File: config.mk
export PLATFORM = sky130hd
export DESIGN_NAME = lvd_irq
export DESIGN_NICKNAME = d
export VERILOG_FILES = /design/src/lvd_irq_pkg.sv /design/src/lvd_irq.sv /design/src/lvd_sync2.sv
export SDC_FILE = /design/constraint.sdc
export NUM_CORES = 1
export LEC_CHECK = 0
export BUFFER_PORTS_ARGS = -buffer_cell sky130_fd_sc_hd__clkbuf_2
export CAP_MARGIN = 15
export CORE_ASPECT_RATIO = 0.8
export CORE_UTILIZATION = 42
export CTS_CLUSTER_SIZE = 24
export DETAILED_ROUTE_END_ITERATION = 16
export PLACE_DENSITY = 0.83
export SYNTH_ARGS = -nofsm -noshare
export SYNTH_HDL_FRONTEND = slang
export SYNTH_SLANG_ARGS = --single-unit
File: constraint.sdc
create_clock -name CLK_I -period 1.69 [get_ports CLK_I]
set_clock_uncertainty 0.05 [all_clocks]
set_input_delay 0.169 -clock CLK_I [delete_from_list [all_inputs] [get_ports CLK_I]]
set_output_delay 0.169 -clock CLK_I [all_outputs]
set_load 0.01 [all_outputs]
File: src/lvd_irq_pkg.sv
// Constants shared by the low-voltage detect interrupt block
package lvd_irq_pkg;

  // ----------------------------------------------------------------
  // Register byte offsets on the AXI4-Lite bus
  // ----------------------------------------------------------------
  localparam logic [3:0] OFS_DETECTOR_CONTROL  = 4'h0;
  localparam logic [3:0] OFS_THRESHOLD_SELECT  = 4'h4;
  localparam logic [3:0] OFS_IRQ_FLAG_LOW0     = 4'h8;
  localparam logic [3:0] OFS_IRQ_MASK          = 4'hC;

  // ----------------------------------------------------------------
  // Field positions
  // ----------------------------------------------------------------
  localparam int BIT_LEVEL_FLAG         = 0;
  localparam int BIT_DETECT_ACTION_MODE = 1;
  localparam int BIT_SOURCE_SELECT      = 2;
  localparam int BIT_DETECTOR_SETTLED   = 3;
  localparam int BIT_DETECTOR_ENABLE    = 7;
  localparam int BIT_DETECT_IRQ         = 0;
  localparam int THRESHOLD_LEVEL_W      = 4;

  // ----------------------------------------------------------------
  // Values after reset
  // ----------------------------------------------------------------
  localparam logic       RST_DETECT_ACTION_MODE = 1'b0;
  localparam logic       RST_SOURCE_SELECT      = 1'b0;
  localparam logic       RST_DETECTOR_ENABLE    = 1'b0;
  localparam logic [3:0] RST_THRESHOLD_LEVEL    = 4'h0;
  localparam logic       RST_DETECT_IRQ_MASK    = 1'b1;
  localparam logic       RST_DETECT_IRQ_REQ     = 1'b0;

  // ----------------------------------------------------------------
  // Timing
  // ----------------------------------------------------------------
  localparam int CLK_PERIOD_PS    = 20000;
  localparam int SETTLE_TIME_US   = 10;
  localparam int SETTLE_CYCLES    =
    (SETTLE_TIME_US * 1000000 + CLK_PERIOD_PS - 1) / CLK_PERIOD_PS;
  localparam int SETTLE_CNT_W     = $clog2(SETTLE_CYCLES + 1);

  // ----------------------------------------------------------------
  // AXI responses
  // ----------------------------------------------------------------
  localparam logic [1:0] RESP_OKAY   = 2'h0;
  localparam logic [1:0] RESP_SLVERR = 2'h2;

endpackage

File: src/lvd_irq.sv
// Low-voltage detector control, level flag and interrupt logic
// Operation
// With the action mode bit at 0 (default) a crossing raises an interrupt, not a reset.
// The source select bit picks the supply comparator (0) or the external input (1).
// Detection runs only while the enable bit is 1; setting it starts detection.
// The 4-bit threshold level field selects the supply detection threshold.
// Software waits at least 10 us after enabling before using the flag or unmasking.
// The level flag shows the present comparison; software checks it before arming.
// Software arms in order: mask, source, level, mode, enable, wait, check, clear, unmask.
// An interrupt request is raised both on falling below and on returning above.
// Software stops the detector by writing zero to control or clearing enable.
// Clearing enable while below the threshold raises a request and sets its flag.
// Reset sets the detect interrupt mask to 1.
// A crossing that raises a request may set both level flag and request flag.
// The service routine checks the level flag, then clears request flag bit 0.
// On a hovering supply, software waits out fluctuation before port setup.
// The comparator result is synchronised; each change while enabled gives one pulse.
`timescale 1ns/1ps
module lvd_irq
  import lvd_irq_pkg::*;
#(
  parameter int ADDR_W = 4
) (
  input  wire logic                                CLK_I,
  input  wire logic                                RST_B_I,
  input  wire logic [ADDR_W-1:0]                   S_AXI_AWADDR_I,
  input  wire logic                                S_AXI_AWVALID_I,
  output logic                                     S_AXI_AWREADY_O,
  input  wire logic [31:0]                         S_AXI_WDATA_I,
  input  wire logic [3:0]                          S_AXI_WSTRB_I,
  input  wire logic                                S_AXI_WVALID_I,
  output logic                                     S_AXI_WREADY_O,
  output logic [1:0]                               S_AXI_BRESP_O,
  output logic                                     S_AXI_BVALID_O,
  input  wire logic                                S_AXI_BREADY_I,
  input  wire logic [ADDR_W-1:0]                   S_AXI_ARADDR_I,
  input  wire logic                                S_AXI_ARVALID_I,
  output logic                                     S_AXI_ARREADY_O,
  output logic [31:0]                              S_AXI_RDATA_O,
  output logic [1:0]                               S_AXI_RRESP_O,
  output logic                                     S_AXI_RVALID_O,
  input  wire logic                                S_AXI_RREADY_I,
  input  wire logic                                SUPPLY_BELOW_I,
  input  wire logic                                EXTERNAL_DETECT_INPUT_BELOW_I,
  output logic                                     DETECTOR_ENABLE_O,
  output logic                                     SOURCE_SELECT_O,
  output logic [lvd_irq_pkg::THRESHOLD_LEVEL_W-1:0] THRESHOLD_LEVEL_O,
  output logic                                     LOW_VOLTAGE_RESET_REQ_O,
  output logic                                     DETECT_IRQ_SIGNAL_O,
  output logic                                     IRQ_O
);

  import lvd_irq_pkg::*;

  // ----------------------------------------------------------------
  // Declarations
  // ----------------------------------------------------------------
  logic                         detector_enable;
  logic                         source_select;
  logic                         detect_action_mode;
  logic [THRESHOLD_LEVEL_W-1:0] threshold_level_field;
  logic                         detect_irq_request;
  logic                         detect_irq_mask;
  logic                         detect_irq_signal;
  logic                         prev_level;
  logic [SETTLE_CNT_W-1:0]      settle_cnt;
  logic [1:0]                   cmp_sync;
  logic [ADDR_W-1:0]            aw_addr;
  logic                         aw_held;
  logic [31:0]                  w_data;
  logic [3:0]                   w_strb;
  logic                         w_held;
  logic [31:0]                  rdata;
  logic [1:0]                   rresp;
  logic                         rvalid;
  logic [1:0]                   bresp;
  logic                         bvalid;

  // Register index from a byte address; unmapped gives 3'h4
  function automatic logic [2:0] reg_index(input logic [ADDR_W-1:0] addr);
    logic [3:0] a;
    a = addr[3:0];
    if (addr[1:0] != 2'h0) begin
      reg_index = 3'h4;
    end else if (a == OFS_DETECTOR_CONTROL) begin
      reg_index = 3'h0;
    end else if (a == OFS_THRESHOLD_SELECT) begin
      reg_index = 3'h1;
    end else if (a == OFS_IRQ_FLAG_LOW0) begin
      reg_index = 3'h2;
    end else if (a == OFS_IRQ_MASK) begin
      reg_index = 3'h3;
    end else begin
      reg_index = 3'h4;
    end
  endfunction

  // ----------------------------------------------------------------
  // Comparator synchronisation and level flag
  // ----------------------------------------------------------------
  lvd_sync2 #(
    .WIDTH (2)
  ) u_sync (
    .clk_i   (CLK_I),
    .rst_b_i (RST_B_I),
    .async_i ({EXTERNAL_DETECT_INPUT_BELOW_I, SUPPLY_BELOW_I}),
    .sync_o  (cmp_sync)
  );

  // Flag reads 1 while enabled and the chosen input is below its threshold
  wire selected_below = source_select ? cmp_sync[1] : cmp_sync[0];
  wire level_flag     = detector_enable & selected_below;
  // Disabling drops the flag, so a disable while below is a change too
  wire level_change   = level_flag ^ prev_level;
  wire raise_request  = level_change & ~detect_action_mode;
  wire settled        = detector_enable && (settle_cnt == SETTLE_CNT_W'(SETTLE_CYCLES));

  // ----------------------------------------------------------------
  // Write path decode
  // ----------------------------------------------------------------
  wire       do_write   = aw_held & w_held & ~bvalid;
  wire [2:0] wr_index   = reg_index(aw_addr);
  wire       wr_lane0   = do_write & w_strb[0];
  wire       wr_control = wr_lane0 & (wr_index == 3'h0);
  wire       wr_thresh  = wr_lane0 & (wr_index == 3'h1);
  wire       wr_flag    = wr_lane0 & (wr_index == 3'h2);
  wire       wr_mask    = wr_lane0 & (wr_index == 3'h3);
  wire       clear_req  = wr_flag & w_data[BIT_DETECT_IRQ];
  // Hardware set wins over a write-one clear in the same cycle
  wire       next_req   = (detect_irq_request & ~clear_req) | detect_irq_signal;

  // ----------------------------------------------------------------
  // Read path decode
  // ----------------------------------------------------------------
  wire       ar_take  = S_AXI_ARVALID_I & ~rvalid;
  wire [2:0] rd_index = reg_index(S_AXI_ARADDR_I);
  wire [7:0] rd_control = {detector_enable, 3'h0, settled, source_select,
                           detect_action_mode, level_flag};
  wire [31:0] next_rdata =
    (rd_index == 3'h0) ? {24'h0, rd_control} :
    (rd_index == 3'h1) ? {28'h0, threshold_level_field} :
    (rd_index == 3'h2) ? {31'h0, detect_irq_request} :
    (rd_index == 3'h3) ? {31'h0, detect_irq_mask} : 32'h0;
  wire [1:0] next_rresp = (rd_index == 3'h4) ? RESP_SLVERR : RESP_OKAY;

  // ----------------------------------------------------------------
  // Bus handshake outputs
  // ----------------------------------------------------------------
  assign S_AXI_AWREADY_O = ~aw_held & ~bvalid;
  assign S_AXI_WREADY_O  = ~w_held & ~bvalid;
  assign S_AXI_ARREADY_O = ~rvalid;
  assign S_AXI_BVALID_O  = bvalid;
  assign S_AXI_BRESP_O   = bresp;
  assign S_AXI_RVALID_O  = rvalid;
  assign S_AXI_RDATA_O   = rdata;
  assign S_AXI_RRESP_O   = rresp;

  // ----------------------------------------------------------------
  // Block outputs
  // ----------------------------------------------------------------
  assign DETECTOR_ENABLE_O       = detector_enable;
  assign SOURCE_SELECT_O         = source_select;
  assign THRESHOLD_LEVEL_O       = threshold_level_field;
  assign DETECT_IRQ_SIGNAL_O     = detect_irq_signal;
  // Reset action is only requested; the reset path itself lives elsewhere
  assign LOW_VOLTAGE_RESET_REQ_O = level_flag & detect_action_mode;
  assign IRQ_O                   = detect_irq_request & ~detect_irq_mask;

  // ----------------------------------------------------------------
  // Write address and data capture, taken in either order
  // ----------------------------------------------------------------
  always_ff @(posedge CLK_I or negedge RST_B_I) begin
    if (!RST_B_I) begin
      aw_held <= 1'b0;
      aw_addr <= '0;
      w_held  <= 1'b0;
      w_data  <= 32'h0;
      w_strb  <= 4'h0;
    end else begin
      if (S_AXI_AWVALID_I && S_AXI_AWREADY_O) begin
        aw_held <= 1'b1;
        aw_addr <= S_AXI_AWADDR_I;
      end else if (do_write) begin
        aw_held <= 1'b0;
      end
      if (S_AXI_WVALID_I && S_AXI_WREADY_O) begin
        w_held <= 1'b1;
        w_data <= S_AXI_WDATA_I;
        w_strb <= S_AXI_WSTRB_I;
      end else if (do_write) begin
        w_held <= 1'b0;
      end
    end
  end

  // Write response, one cycle after both halves are in
  always_ff @(posedge CLK_I or negedge RST_B_I) begin
    if (!RST_B_I) begin
      bvalid <= 1'b0;
      bresp  <= RESP_OKAY;
    end else if (do_write) begin
      bvalid <= 1'b1;
      bresp  <= (wr_index == 3'h4) ? RESP_SLVERR : RESP_OKAY;
    end else if (S_AXI_BREADY_I) begin
      bvalid <= 1'b0;
    end
  end

  // Read data registered; held until the master takes it
  always_ff @(posedge CLK_I or negedge RST_B_I) begin
    if (!RST_B_I) begin
      rvalid <= 1'b0;
      rdata  <= 32'h0;
      rresp  <= RESP_OKAY;
    end else if (ar_take) begin
      rvalid <= 1'b1;
      rdata  <= next_rdata;
      rresp  <= next_rresp;
    end else if (S_AXI_RREADY_I) begin
      rvalid <= 1'b0;
    end
  end

  // ----------------------------------------------------------------
  // Control and threshold registers
  // ----------------------------------------------------------------
  // Threshold is not guarded while running; software keeps it steady
  always_ff @(posedge CLK_I or negedge RST_B_I) begin
    if (!RST_B_I) begin
      detector_enable       <= RST_DETECTOR_ENABLE;
      source_select         <= RST_SOURCE_SELECT;
      detect_action_mode    <= RST_DETECT_ACTION_MODE;
      threshold_level_field <= RST_THRESHOLD_LEVEL;
    end else begin
      if (wr_control) begin
        detector_enable    <= w_data[BIT_DETECTOR_ENABLE];
        source_select      <= w_data[BIT_SOURCE_SELECT];
        detect_action_mode <= w_data[BIT_DETECT_ACTION_MODE];
      end
      if (wr_thresh) begin
        threshold_level_field <= w_data[THRESHOLD_LEVEL_W-1:0];
      end
    end
  end

  // Stabilisation counter, restarts each time the detector is enabled
  always_ff @(posedge CLK_I or negedge RST_B_I) begin
    if (!RST_B_I) begin
      settle_cnt <= '0;
    end else if (!detector_enable) begin
      settle_cnt <= '0;
    end else if (!settled) begin
      settle_cnt <= settle_cnt + SETTLE_CNT_W'(1);
    end
  end

  // ----------------------------------------------------------------
  // Edge detection, request pulse, sticky flag and mask
  // ----------------------------------------------------------------
  always_ff @(posedge CLK_I or negedge RST_B_I) begin
    if (!RST_B_I) begin
      prev_level         <= 1'b0;
      detect_irq_signal  <= 1'b0;
      detect_irq_request <= RST_DETECT_IRQ_REQ;
      detect_irq_mask    <= RST_DETECT_IRQ_MASK;
    end else begin
      prev_level         <= level_flag;
      detect_irq_signal  <= raise_request;
      detect_irq_request <= next_req;
      if (wr_mask) begin
        detect_irq_mask <= w_data[BIT_DETECT_IRQ];
      end
    end
  end
endmodule

File: src/lvd_sync2.sv
// Two-flop synchroniser for the comparator result levels
`timescale 1ns/1ps
module lvd_sync2 #(
  parameter int WIDTH = 2
) (
  input  wire logic             clk_i,
  input  wire logic             rst_b_i,
  input  wire logic [WIDTH-1:0] async_i,
  output logic      [WIDTH-1:0] sync_o
);

  logic [WIDTH-1:0] meta;

  // ----------------------------------------------------------------
  // Synchroniser chain
  // ----------------------------------------------------------------
  // First stage feeds only the second stage, to let metastability settle
  always_ff @(posedge clk_i or negedge rst_b_i) begin
    if (!rst_b_i) begin
      meta   <= '0;
      sync_o <= '0;
    end else begin
      meta   <= async_i;
      sync_o <= meta;
    end
  end

endmodule

==> metrics.cfg <==
[critical_path]
critPathSlowestCell = or4b_4
cp_top_family = simple AND/OR/NAND/NOR gates
timing.critical_path.buf_inv = 0
slowest_delay_ns = 0.55
critPathRequiredTime_ns = 1.82
reg2reg_depth = 3
endpoint_kind = flip-flop
critPathArrivalTime_ns = 1.94
cp_max_fo = 4
timing.rr.end = THRESHOLD_LEVEL_O[0]
rrSetupSlack_ns = -0.12
reg2reg_from = aw_addr[1]
crit_type = flip-flop to flip-flop
path_cells = or4b_4 -> or3_4 -> mux2_4
cp-start-kind = flip-flop

[synth]
synth-simple-area-share_pct = 15.35
synth.most_common_cell = dfrtp_1
postSynthAreaPerCell_um2 = 11.45
synth_common_cells = 44 x dfrtp_1, 29 x buf_4, 14 x mux2_2
synth_top_area_share_pct = 51.16
synth_xor_area_share_pct = 0.4070
yosys.area.top_type = dfrtp_1
yosys.area_share.adder_pct = 1.163
synth.area.top_cells = dfrtp_1 51%, buf_4 10%, mux2_2 7.3%
syn_inst = 188
yosys_most_used_dff = dfrtp_1
async_flop_share_pct = 100.0
synth.distinct_cells = 42
synth_top_family_by_area = simple AND/OR/NAND/NOR gates
syn_area_um2 = 2152
synth_seq_cells = 45
synth_edf_count = 0
yosysWarnings = 0
synth-compound-area-share_pct = 6.570
yosysSeqAreaShare_pct = 52.38
muxShareOfSynthArea_pct = 12.44

[routing]
drcViolationCount = 0
antenna_left = 0
vias_per_cell = 4.971
dr.pass1.iters = 4
routed_wl_um = 4401
via_count = 1561
wl_per_cell_um = 14.02
drt_iter0_drc = 156

[sta]
layout_setup_ws_ns = -0.1156
max_slew_margin_pct = 62.80
grt_setup_unrepaired = yes
tightest_slew_ns = 0.5580
drv_slew = 0
hold_viol = 0
fin_crit_ns = 1.806
max_freq_ghz = 0.5538
period_share_pct = 106.8
finalSetupViolCount = 7

[run]
drv_cap = 0

[min_path]
hold_path_class = input port to flip-flop
whs_path_depth = 2
min_to = S_AXI_RVALID_O
holdCritStartpoint = S_AXI_RREADY_I

[grt]
grt_pass1_wl_um = 6975
grt_remaining_overflow = 0
track_usage_pct = 17.73
antenna_found_initial = 0
grt_max_degree = 46
grt_pass1_vias = 1481

[layout]
area_delta_synth_final_pct = 19.13
layout.nets = 308
seqCellArea_um2 = 1127
drive_above_1_share_pct = 35.04
multi_input_area_um2 = 885.9
stdcell_count = 314
fill_cells = 433
antenna_cells = 0

[placed_design]
dp_cells = 300
pre_cts_slack_ns = -0.1111
hpwl_um = 3315
numPortBuffers = 43
gp_congestion = 0.8099

[floorplanning]
initial_core_util_pct = 45.19
dieWidth_um = 82.03
die_y_um = 66.03
core_area_um2 = 4762
dieArea_um2 = 5416
pin_count = 103
num_rows = 22

[power_and_ir_drop]
p_sw_w = 0.001172
intPower_w = 0.002313
sequentialPowerShare_pct = 47.1
powerDensity_nw_per_um2 = 1359
p_sw_share_pct = 33.62
power_w = 0.003485
pwr-share-clk_pct = 20.0
p_leak_nw = 1.285
pwr-share-comb_pct = 33.0
vdd_ir_drop_max_mv = 0.8099

[clock_tree]
tritoncts = built
cts_max_level = 2
path_clk_slew_ns = 0.08
cts_sinks = 45
root_buffer = clkbuf_8
clock_latency_ns = 0.30
clockBufferDepth = 2
cts_buffers = 5

[outcome]
status = finished with violations
violations = negative setup slack

power groups by stage:
| stage | sequential [W] | clock, W | combinational (W) |
|---|---|---|---|
| after floorplan | 0.00165 | 0 | 0.000652 |
| after global placement | 0.00163 | 0 | 0.00106 |
| after detailed placement | 0.00166 | 0 | 0.00112 |
| after CTS | 0.00164 | 0.000714 | 0.00115 |
| after global routing | 0.00168 | 0.000759 | 0.00127 |
| final | 0.00164 | 0.000696 | 0.00115 |
layer usage:
metal  up-vias  part of all wire, %  global-route usage [%]
li1        728                    -                       -
met1       759                   45                   22.77
met2        63                   48                   27.38
met3        11                  4.9                   4.690
met4         0                  2.3                   8.991
met5         -                    0                       0
registers in the layout, indices dropped and copies added (netlist names), 2 cells and up:
name / cells
THRESHOLD_LEVEL_O: 4
S_AXI_RDATA_O: 5
settle_cnt: 9
aw_addr: 4
u_sync.sync_o: 2
w_data: 5
u_sync.meta: 2
final cells by class:
class                   instances  share of cell area [%]
clock buffers                   6                   3.221
multi-input cells             134                   34.55
repair buffers                 60                   13.76
well taps                      60                   2.928
inverters                       7                   1.025
flip-flops and latches         45                   43.97
clock inverters                 2                  0.5368
stage by stage:
step | utilization [%] | hold slack, ns | instance area, µm² | TNS (ns)
after floorplan | - | -0.1766 | 2257 | -0.3218
after global placement | 50.58 | 0.2267 | 2409 | -0.2880
after detailed placement | 50.58 | 0.2286 | 2409 | -0.4499
after CTS | 53.68 | 0.03677 | 2556 | -0.5073
after global routing | 53.84 | 0.04045 | 2564 | -1.022
final | 53.84 | 0.04725 | 2564 | -0.4907
worst max path at each step:
| stage | start | endpoint | slack [ns] | cells after the start |
|---|---|---|---|---|
| detailed placement | aw_addr[1] | THRESHOLD_LEVEL_O[2] | -0.11 | 3 |
| finish | aw_addr[1] | THRESHOLD_LEVEL_O[0] | -0.12 | 3 |
| floorplan | aw_addr[1] | THRESHOLD_LEVEL_O[0] | -0.06 | 3 |
| global route | aw_addr[1] | THRESHOLD_LEVEL_O[3] | -0.16 | 3 |
| CTS | aw_addr[1] | THRESHOLD_LEVEL_O[0] | -0.12 | 3 |
| global placement | aw_addr[1] | THRESHOLD_LEVEL_O[0] | -0.07 | 3 |
cell families after synthesis:
| family | count (synthesis) |
|---|---|
| compound gates | 23 |
| simple gates | 56 |
| fa+ha+maj | 2 |
| flops | 45 |
| other cells | 1 |
| xor+xnor | 1 |
| mux | 23 |
| buf+inv | 37 |
layout by cell type, fill, tap and decap left out, types with 2 or more instances in the layout:
cell	instances
nand2_1	10
mux2i_1	4
mux2_2	14
clkbuf_2	43
conb_1	29
ha_1	2
o21ai_0	10
and2_1	2
dfrtp_1	44
a221o_1	2
inv_1	7
nor3_1	2
dlygate4sd3_1	4
nand3b_1	2
nand2b_1	3
and3_1	4
nor2b_1	3
buf_4	13
nand4_1	2
nor2_1	9
clkbuf_8	6
or3_1	3
nand3_1	5
a21oi_1	5
mux2_4	4
what timing repair did:
item	CTS	global route
setup buffers	1	1
endpoints found under the setup margin	8	8
resized for setup	1	0
hold buffers	4	0
endpoints found under the hold margin	47	0
(Power assumes the default switching activity.)
